<file path="config.mk">
export PLATFORM = sky130hd
export DESIGN_NAME = ssr_receiver
export DESIGN_NICKNAME = d
export VERILOG_FILES = /design/src/rtl/ssr_receiver.v
export VERILOG_INCLUDE_DIRS = /design/src /design/src/rtl
export SDC_FILE = /design/constraint.sdc
export NUM_CORES = 1
export LEC_CHECK = 0
export ABC_AREA = 1
export BUFFER_PORTS_ARGS = -buffer_cell sky130_fd_sc_hd__buf_2
export CORE_AREA = 2 2 123 89
export CTS_CLUSTER_SIZE = 40
export DETAILED_ROUTE_END_ITERATION = 10
export DIE_AREA = 0 0 125 91
export PLACE_DENSITY = 0.72
export SYNTH_ARGS = -nofsm -noshare
export SYNTH_HDL_FRONTEND = slang
export SYNTH_SLANG_ARGS = --single-unit
</file>
<file path="constraint.sdc">
create_clock -name pclk -period 6.7 [get_ports pclk]
set_input_delay 1.34 -clock pclk [delete_from_list [all_inputs] [get_ports pclk]]
set_output_delay 1.34 -clock pclk [all_outputs]
set_load 0.01 [all_outputs]
</file>
<file path="src/rtl/ssr_defines.vh">
`ifndef SSR_DEFINES_VH
`define SSR_DEFINES_VH
// register byte offsets on the apb bus
`define SSR_OFF_BAUD_CONTROL 12'h000
`define SSR_OFF_RECEIVE_DATA 12'h004
`define SSR_OFF_RECEIVE_CONTROL_STATUS 12'h008
`define SSR_OFF_BAUD_DIVISOR_LOW 12'h00c
`define SSR_OFF_BAUD_DIVISOR_HIGH 12'h010
`define SSR_OFF_TRANSMIT_CONTROL_STATUS 12'h014
// receive_control_status fields
`define SSR_RCS_PORT_ENABLE 7
`define SSR_RCS_NINE_BIT 6
`define SSR_RCS_SINGLE_EN 5
`define SSR_RCS_CONT_EN 4
`define SSR_RCS_OVERRUN 1
`define SSR_RCS_NINTH 0
// transmit_control_status fields
`define SSR_TCS_CLK_MASTER 7
`define SSR_TCS_SYNC 4
`define SSR_TCS_BAUD_HIGH 2
// baud_control fields
`define SSR_BC_DATA_INVERT 5
`define SSR_BC_CLK_IDLE_HIGH 4
`define SSR_BC_BAUD_16 3
// reset values and fifo depth
`define SSR_RST_BYTE 8'h00
`define SSR_FIFO_DEPTH 2'h2
`endif

</file>
<file path="src/rtl/ssr_receiver.v">
// The register offsets and the APB slave port were left to the implementer.
`timescale 1ns/1ps
`default_nettype none
`include "ssr_defines.vh"

// Operation
// - reception starts only once single or continuous receive enable is set
// - single enable alone: master clocks one character, then clears single enable
// - continuous enable keeps master clocks running until it is cleared
// - clearing continuous enable mid-character stops clock, drops partial character
// - both enables set: master clears single after first character, continuous goes on
// - data pin sampled on trailing clock edge into the shift register
// - full character sets receive flag and enters two-deep fifo
// - receive data shows low eight bits of oldest character; read consumes it
// - receive flag stays high while fifo holds any unread character
// - slave takes clock from the line, one bit per far-end clock
// - third character with full fifo sets overrun, fifo untouched
// - during overrun buffered characters readable, no new characters taken
// - overrun from single mode clears on receive data read
// - overrun from continuous mode clears by clearing continuous or port enable
// - nine-bit mode shifts nine bits; ninth bit field shows oldest msb
// - slave when synchronous, clock source slave and port enabled
// - port enable activates port; clearing it resets receive logic
// - master drives one clock cycle per data bit, no extras
// - clock idle high samples on rising edges, idle low on falling
// - data invert set makes received data active low
module ssr_receiver (
   // apb slave
   input wire pclk,
   input wire presetn,
   input wire psel,
   input wire penable,
   input wire pwrite,
   input wire [11:0] paddr,
   input wire [31:0] pwdata,
   output reg [31:0] prdata,
   output wire pready,
   output wire pslverr,
   // shift clock line
   input wire shift_clock_line_in,
   output reg shift_clock_line_out,
   output reg shift_clock_line_oe_n,
   // data line, receive only
   input wire data_line_in,
   output wire data_line_out,
   output wire data_line_oe_n,
   // status
   output wire rx_flag
);
   localparam ST_IDLE = 2'h0;
   localparam ST_LEAD = 2'h1;
   localparam ST_TRAIL = 2'h2;

   reg [7:0] baud_ctl_r;
   reg [7:0] div_lo_r;
   reg [7:0] div_hi_r;
   reg [7:0] tx_ctl_r;
   reg port_enable_r;
   reg nine_bit_rx_select_r;
   reg single_rx_enable_r;
   reg continuous_rx_enable_r;
   reg overrun_flag_r;
   reg ovr_from_cont_r;
   reg [8:0] fifo_r [0:1];
   reg rd_ptr_r;
   reg [1:0] count_r;
   reg [8:0] rx_shift_reg_r;
   reg [3:0] bit_cnt_r;
   reg [1:0] state_r;
   reg [15:0] baud_cnt_r;
   reg ck_s1_r, ck_s2_r, ck_s3_r;
   reg dt_s1_r, dt_s2_r;

   wire wr_acc = psel & penable & pwrite;
   wire rd_acc = psel & penable & ~pwrite;
   wire mapped = (paddr == `SSR_OFF_BAUD_CONTROL) |
                 (paddr == `SSR_OFF_RECEIVE_DATA) |
                 (paddr == `SSR_OFF_RECEIVE_CONTROL_STATUS) |
                 (paddr == `SSR_OFF_BAUD_DIVISOR_LOW) |
                 (paddr == `SSR_OFF_BAUD_DIVISOR_HIGH) |
                 (paddr == `SSR_OFF_TRANSMIT_CONTROL_STATUS);
   wire wr_rcs = wr_acc & (paddr == `SSR_OFF_RECEIVE_CONTROL_STATUS);
   wire rd_data = rd_acc & (paddr == `SSR_OFF_RECEIVE_DATA);
   wire pop = rd_data & (count_r != 2'h0);

   wire sync_mode = tx_ctl_r[`SSR_TCS_SYNC];
   wire master = tx_ctl_r[`SSR_TCS_CLK_MASTER];
   wire idle_high = baud_ctl_r[`SSR_BC_CLK_IDLE_HIGH];
   wire invert = baud_ctl_r[`SSR_BC_DATA_INVERT];
   wire any_en = single_rx_enable_r | continuous_rx_enable_r;
   // receive only when synchronous, enabled, and not blocked by overrun
   wire active = port_enable_r & sync_mode & any_en & ~overrun_flag_r;
   wire slave_rx = active & ~master;
   wire [3:0] char_bits = nine_bit_rx_select_r ? 4'h9 : 4'h8;
   wire [15:0] divisor = {div_hi_r, div_lo_r};

   // external clock edges, level normalised so trailing edge is a fall of ck_now
   wire ck_prev = ck_s3_r ^ idle_high;
   wire ck_now = ck_s2_r ^ idle_high;
   wire ext_trail = ck_prev & ~ck_now;
   wire dt_bit = dt_s2_r ^ invert;
   wire baud_tick = (baud_cnt_r == 16'h0000);
   wire mst_trail = active & master & (state_r == ST_TRAIL) & baud_tick;
   wire sample = mst_trail | (slave_rx & ext_trail);
   wire last_bit = sample & (bit_cnt_r == char_bits - 4'h1);
   wire [8:0] shifted = nine_bit_rx_select_r ? {dt_bit, rx_shift_reg_r[8:1]}
                                              : {1'b0, dt_bit, rx_shift_reg_r[7:1]};
   wire full = (count_r == `SSR_FIFO_DEPTH);
   wire push = last_bit & ~full;
   wire [8:0] head = fifo_r[rd_ptr_r];

   assign pready = 1'b1;
   assign pslverr = psel & penable & ~mapped;
   assign data_line_out = 1'b0;
   assign data_line_oe_n = 1'b1;
   assign rx_flag = (count_r != 2'h0);

   always @(posedge pclk or negedge presetn) begin
      if (!presetn) begin
         ck_s1_r <= 1'b0;
         ck_s2_r <= 1'b0;
         ck_s3_r <= 1'b0;
         dt_s1_r <= 1'b0;
         dt_s2_r <= 1'b0;
      end else begin
         ck_s1_r <= shift_clock_line_in;
         ck_s2_r <= ck_s1_r;
         ck_s3_r <= ck_s2_r;
         dt_s1_r <= data_line_in;
         dt_s2_r <= dt_s1_r;
      end
   end

   // configuration registers
   always @(posedge pclk or negedge presetn) begin
      if (!presetn) begin
         baud_ctl_r <= `SSR_RST_BYTE;
         div_lo_r <= `SSR_RST_BYTE;
         div_hi_r <= `SSR_RST_BYTE;
         tx_ctl_r <= `SSR_RST_BYTE;
         port_enable_r <= 1'b0;
         nine_bit_rx_select_r <= 1'b0;
      end else if (wr_acc) begin
         case (paddr)
            `SSR_OFF_BAUD_CONTROL: baud_ctl_r <= pwdata[7:0] & 8'h38;
            `SSR_OFF_BAUD_DIVISOR_LOW: div_lo_r <= pwdata[7:0];
            `SSR_OFF_BAUD_DIVISOR_HIGH: div_hi_r <= pwdata[7:0];
            `SSR_OFF_TRANSMIT_CONTROL_STATUS: tx_ctl_r <= pwdata[7:0] & 8'h94;
            `SSR_OFF_RECEIVE_CONTROL_STATUS: begin
               port_enable_r <= pwdata[`SSR_RCS_PORT_ENABLE];
               nine_bit_rx_select_r <= pwdata[`SSR_RCS_NINE_BIT];
            end
            default: ;
         endcase
      end
   end

   // receive enables and overrun
   always @(posedge pclk or negedge presetn) begin
      if (!presetn) begin
         single_rx_enable_r <= 1'b0;
         continuous_rx_enable_r <= 1'b0;
         overrun_flag_r <= 1'b0;
         ovr_from_cont_r <= 1'b0;
      end else if (!port_enable_r) begin
         // disabled port holds receive logic in reset; enables stay writable
         overrun_flag_r <= 1'b0;
         ovr_from_cont_r <= 1'b0;
         if (wr_rcs) begin
            single_rx_enable_r <= pwdata[`SSR_RCS_SINGLE_EN];
            continuous_rx_enable_r <= pwdata[`SSR_RCS_CONT_EN];
         end
      end else begin
         if (wr_rcs) begin
            single_rx_enable_r <= pwdata[`SSR_RCS_SINGLE_EN];
            continuous_rx_enable_r <= pwdata[`SSR_RCS_CONT_EN];
         end
         // single enable self-clears after a master character; wins over write
         if (last_bit & master)
            single_rx_enable_r <= 1'b0;
         if (last_bit & full) begin
            overrun_flag_r <= 1'b1;
            ovr_from_cont_r <= continuous_rx_enable_r;
         end else if (overrun_flag_r) begin
            if (ovr_from_cont_r & ~continuous_rx_enable_r)
               overrun_flag_r <= 1'b0;
            else if (~ovr_from_cont_r & rd_data)
               overrun_flag_r <= 1'b0;
         end
      end
   end

   // fifo, two characters
   always @(posedge pclk or negedge presetn) begin
      if (!presetn) begin
         fifo_r[0] <= 9'h000;
         fifo_r[1] <= 9'h000;
         rd_ptr_r <= 1'b0;
         count_r <= 2'h0;
      end else if (!port_enable_r) begin
         rd_ptr_r <= 1'b0;
         count_r <= 2'h0;
      end else begin
         if (push)
            fifo_r[rd_ptr_r ^ count_r[0]] <= shifted;
         if (pop)
            rd_ptr_r <= ~rd_ptr_r;
         count_r <= count_r + {1'b0, push} - {1'b0, pop};
      end
   end

   // shift engine and master clock generator
   always @(posedge pclk or negedge presetn) begin
      if (!presetn) begin
         state_r <= ST_IDLE;
         bit_cnt_r <= 4'h0;
         rx_shift_reg_r <= 9'h000;
         baud_cnt_r <= 16'h0000;
         shift_clock_line_out <= 1'b0;
         shift_clock_line_oe_n <= 1'b1;
      end else begin
         shift_clock_line_oe_n <= ~(port_enable_r & sync_mode & master);
         if (!active) begin
            // enable dropped mid-character: clock stops, partial discarded
            state_r <= ST_IDLE;
            bit_cnt_r <= 4'h0;
            baud_cnt_r <= divisor;
            shift_clock_line_out <= idle_high;
         end else begin
            if (sample) begin
               rx_shift_reg_r <= shifted;
               bit_cnt_r <= last_bit ? 4'h0 : bit_cnt_r + 4'h1;
            end
            if (master) begin
               if (baud_tick)
                  baud_cnt_r <= divisor;
               else
                  baud_cnt_r <= baud_cnt_r - 16'h0001;
               case (state_r)
                  ST_IDLE: begin
                     state_r <= ST_LEAD;
                     baud_cnt_r <= divisor;
                  end
                  ST_LEAD: if (baud_tick) begin
                     state_r <= ST_TRAIL;
                     shift_clock_line_out <= ~idle_high;
                  end
                  ST_TRAIL: if (baud_tick) begin
                     shift_clock_line_out <= idle_high;
                     // continuous keeps going; single alone stops after one char
                     state_r <= (last_bit & ~continuous_rx_enable_r) ? ST_IDLE
                                                                    : ST_LEAD;
                  end
                  default: state_r <= ST_IDLE;
               endcase
            end
         end
      end
   end

   // read mux
   always @* begin
      prdata = 32'h0000_0000;
      case (paddr)
         `SSR_OFF_BAUD_CONTROL: prdata[7:0] = baud_ctl_r;
         `SSR_OFF_RECEIVE_DATA: prdata[7:0] = head[7:0];
         `SSR_OFF_RECEIVE_CONTROL_STATUS: begin
            prdata[`SSR_RCS_PORT_ENABLE] = port_enable_r;
            prdata[`SSR_RCS_NINE_BIT] = nine_bit_rx_select_r;
            prdata[`SSR_RCS_SINGLE_EN] = single_rx_enable_r;
            prdata[`SSR_RCS_CONT_EN] = continuous_rx_enable_r;
            prdata[`SSR_RCS_OVERRUN] = overrun_flag_r;
            prdata[`SSR_RCS_NINTH] = head[8];
         end
         `SSR_OFF_BAUD_DIVISOR_LOW: prdata[7:0] = div_lo_r;
         `SSR_OFF_BAUD_DIVISOR_HIGH: prdata[7:0] = div_hi_r;
         `SSR_OFF_TRANSMIT_CONTROL_STATUS: prdata[7:0] = tx_ctl_r;
         default: prdata = 32'h0000_0000;
      endcase
   end
endmodule
`default_nettype wire

</file>
==> impl_metrics.toml, run 1 <==
[floorplan]
core-area_mm2 = 0.01016
rows = 31
ioPinCount = 90
die_y_um = 91
start_util = 0.4905
die_w_um = 125
fp.dieArea_mm2 = 0.01138

[clock_network]
numCtsBuffers = 9
cts_tree = "built"
clk_latency_ns = 0.36
root_buffer = "clkbuf_16"
htreeDepth = 3
clk_pin_slew_ns = 0.06
clockBufferDepth = 2
cts_resized = 0
clock-sinks = 86
cts_setup_buffers = 0
cts_hold_buf = 0

[global_route]
grt_usage = 0.2311
grt_overflow = 0
grt_pass1_vias = 4251
antenna_found_initial = 0
grt_pass1_wl_um = 20870
grt_max_degree = 87

[detailed_routing]
viasPerCell = 5.443
vias = 4458
drtIter0Drc = 376
wirelength_um = 12500
ant_nets = 0
wl_per_cell_um = 15.27
drt_pass1_iterations = 5
drt_drc_violations_left = 0

[setup_path]
crit_type = "in -> out"
cp.arrival_ns = 3.14
cp-start-kind = "input port"
worstPathCellList = "buf_2, nor2_1, nand2_1, nor2_2, nand2_2, inv_2, o211ai_1, o2111ai_1, buf_2"
cp.required_ns = 5.36
cp_slowest_cell = "nor2_2"
critPathMaxFanout = 12
critical_path_buf_inv_count = 3
slowest_delay_ns = 0.48
crit_path_end_kind = "output port"
crit_top_cell = "buf_2"
path_delay_family = "simple AND/OR/NAND/NOR gates"

[placed_design]
gp_congestion = 0.9364
dp.cells = 804
place_area_mm2 = 0.005130
port_buffers = 38
hpwl_um = 9110

[sta]
relSlewSlack = 0.2672
fin_crit_ns = 4.484
setup_tns_ns = 0
hold_viol = 0
period_share = 0.6693
finClkSkew_ns = 0.009727
max_freq_ghz = 0.2230
slew_viol_final = 0
worstMarginPinSlew_ns = 1.099
finalSetupViolations = 0
rsz0062_at_grt = "false"

[logic_synthesis]
syn_avg_cell_area_um2 = 7.645
async_flop_share = 1.000
synthDistinctLibCells = 42
synthTopCellsByArea = "dfrtp_1 (43%), nand2_1 (15%), inv_1 (5.0%), buf_4 (4.8%), o21ai_0 (4.5%)"
synth_area_mm2 = 0.004985
synth_top_area_share = 0.4267
synth-seq-area-share = 0.4320
synth_seq_cells = 86
synth_edf_count = 0
ys_warn_count = 0
synthFlopType = "dfrtp_1"
yosysTopAreaCell = "dfrtp_1"
synthCells = 652

[power]
peakVddDrop_v = 0.0001395
seqPwrFrac = 0.475
p_leak_nw = 2.885
internal_power_w = 0.0008567
p_clk_frac = 0.488
pwr-share-comb = 0.037
netSwitchingFraction = 0.2224
switching_power_w = 0.0002450
powerDensity_mw_per_mm2 = 202.4

[run_status]
status = "finished, final reports clean"

[finish]
nets = 739
antenna_cells = 0
syn2layout_area_growth_pct = 9.212
final_cells = 819
utilization = 0.5357
drive_gt1_frac = 0.1223
postLayoutCellArea_mm2 = 0.005444

[worst_hold_path]
hp-class = "reg -> reg"

[run]
cap_violations = 0
==> through the flow <==
step                      worst slack (ns)  power [W]  hold WS, ns
after global placement               2.321  0.0005734       0.3444
after CTS                            2.270   0.001113       0.3612
after detailed placement             2.267  0.0005739       0.3463
after global routing                 1.997   0.001138       0.3691
after floorplan                      3.045  0.0005619       0.3312
final                                2.216   0.001102       0.3627
==> per-layer routing <==
layer  share of wire  wire [um]  GRT usage  vias up
met5               0          0          0        -
met2            0.42       5275     0.3338      209
met1            0.47       5827     0.3362     2104
met4           0.025        312    0.07685        0
met3           0.087       1087    0.06187       34
li1                -          -          -     2111
==> power by group through the flow <==
stage | Sequential (W) | Clock [W] | Combinational [W]
2_1_floorplan | 0.000532 | 0 | 0.0000295
3_3_place_gp | 0.000533 | 0 | 0.0000405
3_5_place_dp | 0.000533 | 0 | 0.0000410
4_1_cts | 0.000523 | 0.000549 | 0.0000412
5_1_grt | 0.000523 | 0.000568 | 0.0000465
6_report | 0.000523 | 0.000537 | 0.0000410
==> synthesized netlist by cell type (2+ instances only) <==
cell,n
o22ai_1,7
xnor2_1,7
o2111ai_1,4
o21ai_1,8
dfrtp_1,85
conb_1,2
nand4_4,2
a21oi_1,6
o211ai_1,4
nand3_1,40
nor3_1,6
xor2_1,8
or2_2,5
inv_1,67
clkbuf_1,3
mux2i_1,3
o21ai_0,45
inv_2,3
nand2_1,200
nor2_4,2
buf_2,5
buf_6,3
nand4_1,25
nand3_2,2
nor2_1,50
nor2_2,5
ha_1,5
buf_4,32
nand2_2,5
==> registers in the layout, indices dropped and copies added (netlist names) <==
signal / flops
baud_cnt_r: 16
baud_ctl_r: 3
bit_cnt_r: 4
ck_s1_r: 1
ck_s2_r: 1
ck_s3_r: 1
continuous_rx_enable_r: 1
count_r: 2
div_hi_r: 8
div_lo_r: 8
dt_s1_r: 1
dt_s2_r: 1
fifo_r: 18
nine_bit_rx_select_r: 1
overrun_flag_r: 1
ovr_from_cont_r: 1
port_enable_r: 1
rd_ptr_r: 1
rx_shift_reg_r: 8
shift_clock_line_oe_n: 1
shift_clock_line_out: 1
single_rx_enable_r: 1
state_r: 2
tx_ctl_r: 3
==> cell type report <==
cell class | instances | area (um^2)
Fill cell | 968 | 4718
Tap cell | 132 | 165.2
Sequential cell | 86 | 2153
Timing Repair Buffer | 39 | 200.2
Inverter | 71 | 266.5
Clock inverter | 5 | 85.08
Clock buffer | 10 | 229.0
Multi-Input combinational cell | 476 | 2345
==> final timing paths <==
path / from / to / slack [ns] / depth (start not counted)
min reg2reg: dt_s1_r$_DFF_PN0_ / dt_s2_r$_DFF_PN0_ / 0.36 / 0
max reg2reg: baud_cnt_r[3]$_DFFE_PN0N_ / count_r[1]$_DFF_PN0_ / 3.74 / 11
max: paddr[11] / prdata[2] / 2.22 / 9
min: dt_s1_r$_DFF_PN0_ / dt_s2_r$_DFF_PN0_ / 0.36 / 0
min in group asynchronous: presetn / fifo_r[12]$_DFFE_PN0P_ / 1.20 / 1
max in group asynchronous: presetn / shift_clock_line_out$_DFFE_PN0P_ / 4.80 / 1
==> logic make-up (layout without fill, tap and decap cells) <==
| group | count (synthesis) | in the layout | synth area share |
|---|---|---|---|
| fa+ha+maj | 5 | 5 | 0.01255 |
| compound gates | 77 | 77 | 0.08559 |
| mux | 3 | 3 | 0.006024 |
| simple gates | 349 | 349 | 0.3195 |
| other cells | 2 | 27 | 0.001507 |
| flops | 86 | 86 | 0.4320 |
| xor+xnor | 15 | 15 | 0.02636 |
| buf+inv | 115 | 125 | 0.1165 |
==> placed cells by master, fill, tap and decap left out, drive strengths merged <==
| master | netlist | final |
|---|---|---|
| nand2 | 206 | 206 |
| dfrtp | 85 | 85 |
| inv | 70 | 70 |
| nor2 | 58 | 58 |
| o21ai | 53 | 53 |
| nand3 | 43 | 43 |
| buf | 41 | 39 |
| conb | 2 | 27 |
| nand4 | 27 | 27 |
| clkbuf | 3 | 10 |
| xor2 | 8 | 8 |
| nor3 | 8 | 8 |
| o22ai | 7 | 7 |
| xnor2 | 7 | 7 |
| a21oi | 7 | 7 |
| or2 | 5 | 5 |
| ha | 5 | 5 |
| o211ai | 4 | 4 |
| o2111ai | 4 | 4 |
| mux2i | 3 | 3 |
| clkinv | 1 | 3 |
| bufinv | 0 | 2 |
| nor4 | 1 | 1 |
| a21boi | 1 | 1 |
| nand3b | 1 | 1 |
| a31oi | 1 | 1 |
| clkinvlp | 0 | 1 |
| dfstp | 1 | 1 |
(Power assumes the default switching activity.)
==> run 2: changes to the inputs <==
==> constraint.sdc (replaced) <==
create_clock -name pclk -period 4.3 [get_ports pclk]
set_input_delay 0.86 -clock pclk [delete_from_list [all_inputs] [get_ports pclk]]
set_output_delay 0.86 -clock pclk [all_outputs]
set_load 0.01 [all_outputs]
==> run 2 against run 1 <==
Design area increased by 0.44%. Via count shrank 0.13%. Utilization increased by 0.23 points. Largest power group unchanged. Combinational power increased by 55%. Setup slack worse by 1.4 ns. Sequential share of layout area shrank 0.17 points. Sequential power up 56%. Highest routed layer unchanged. First-iteration DRC count shrank 7.7%. Global-route usage decreased by 0.63 points.
==> impl_metrics.toml, run 2 (synthesized netlist as in run 1, its figures left out) <==
[setup_path]
crit_path_end_kind = "output port"
worstPathCellList = "buf_2, nor2_1, nand2_1, nor2_2, nand2_2, inv_2, o211ai_1, o2111ai_1, buf_2"
cp-start-kind = "input port"
crit_top_cell = "buf_2"
crit_type = "in -> out"
slowest_delay_ns = 0.49
cp.arrival_ns = 2.63
cp_slowest_cell = "nor2_2"
critPathMaxFanout = 12
cp.required_ns = 3.44

[detailed_routing]
drt_drc_violations_left = 0
wl_per_cell_um = 14.87
wirelength_um = 12210
drtIter0Drc = 347
drt_pass1_iterations = 5
vias = 4452
ant_nets = 0
viasPerCell = 5.423

[clock_network]
cts_resized = 0
clk_pin_slew_ns = 0.06
cts_setup_buffers = 0
clockBufferDepth = 2
root_buffer = "clkbuf_16"
cts_hold_buf = 0
cts_tree = "built"
clk_latency_ns = 0.35
htreeDepth = 3
clock-sinks = 86
numCtsBuffers = 9

[global_route]
antenna_found_initial = 0
grt_usage = 0.2247
grt_pass1_vias = 4192
grt_overflow = 0
grt_pass1_wl_um = 20470
grt_max_degree = 87

[placed_design]
hpwl_um = 9013
port_buffers = 38
dp.cells = 805
gp_congestion = 0.9327

[floorplan]
rows = 31
start_util = 0.4905
die_w_um = 125
core-area_mm2 = 0.01016
ioPinCount = 90
die_y_um = 91
fp.dieArea_mm2 = 0.01138

[finish]
largest_reg_flops = 18
final_cell_mix = "nand2_1 (200), dfrtp_1 (85), inv_1 (67)"
fillers = 966
largest-register = "fifo_r"
antenna_cells = 0
regArea_mm2 = 0.002153
final_cells = 821
layout_commonest_cell = "nand2_1"
syn2layout_area_growth_pct = 9.689
reg_top3 = "fifo_r: 18 flops, baud_cnt_r: 16 flops"
nets = 740
multi_input_area_mm2 = 0.002345
drive_gt1_frac = 0.1263

[sta]
hold_viol = 0
worstMarginPinSlew_ns = 1.080
fin_crit_ns = 3.490
finalSetupViolations = 0
max_freq_ghz = 0.2865
rsz0062_at_grt = "false"
finClkSkew_ns = 0.01302
period_share = 0.8117
relSlewSlack = 0.2797
slew_viol_final = 0
setup_tns_ns = 0

[worst_hold_path]
hp-class = "reg -> reg"

[run_status]
status = "finished, final reports clean"

[power]
finalPower_w = 0.001749
powerDensity_mw_per_mm2 = 319.8
p_leak_nw = 2.905
peakVddDrop_v = 0.0001996

[run]
cap_violations = 0
==> run 2: power breakdown <==
part	switching [W]	internal, W	leakage, nW
logic	0.0000486	0.0000149	1.57
registers	0.00000288	0.000812	1.17
clock network	0.000341	0.000529	0.163
total	0.000392	0.00136	2.90
==> run 2: final timing paths <==
path / start / depth (start not counted) / slack, ns / to
worst max-delay path: paddr[11] / 9 / 0.81 / prdata[2]
worst min-delay path: dt_s1_r$_DFF_PN0_ / 0 / 0.35 / dt_s2_r$_DFF_PN0_
worst max register to register: baud_cnt_r[0]$_DFFE_PN0N_ / 13 / 1.76 / count_r[1]$_DFF_PN0_
worst min register to register: dt_s1_r$_DFF_PN0_ / 0 / 0.35 / dt_s2_r$_DFF_PN0_
max in group asynchronous: presetn / 1 / 2.89 / bit_cnt_r[3]$_DFFE_PN0P_
min in group asynchronous: presetn / 1 / 0.71 / fifo_r[9]$_DFFE_PN0P_
==> run 2: final cells by class <==
type,instances,share of cell area
multi-input combinational,476,0.4288
sequential,86,0.3938
inverter,71,0.04874
clock buffer,10,0.04371
timing repair buffer,40,0.03799
tap,132,0.03021
clock inverter,6,0.01670
==> run 2: stage by stage <==
step / hold WS, ns / cell area (um^2) / util / setup WS, ns
final: 0.3533 / 5468 / 0.5380 / 0.8095
after floorplan: 0.3312 / 5079 / - / 1.605
after detailed placement: 0.3371 / 5137 / 0.5055 / 0.8673
after CTS: 0.3526 / 5468 / 0.5380 / 0.8656
after global routing: 0.3549 / 5468 / 0.5380 / 0.6199
after global placement: 0.3388 / 5137 / 0.5055 / 0.8958
==> run 2: critical path, delay by kind of cell <==
| kind | cells | cell delay, ns |
|---|---|---|
| compound gates | 2 | 0.25 |
| simple gates | 4 | 1.05 |
| buf+inv | 3 | 0.45 |
==> run 2: routing by layer <==
| layer | track usage | up-vias | part of all wire | wire length [um] |
|---|---|---|---|---|
| met2 | 0.3329 | 202 | 0.43 | 5253 |
| met4 | 0.06019 | 0 | 0.016 | 194 |
| met5 | 0 | - | 0 | 0 |
| li1 | - | 2124 | - | - |
| met1 | 0.3314 | 2106 | 0.47 | 5763 |
| met3 | 0.05186 | 20 | 0.082 | 999 |
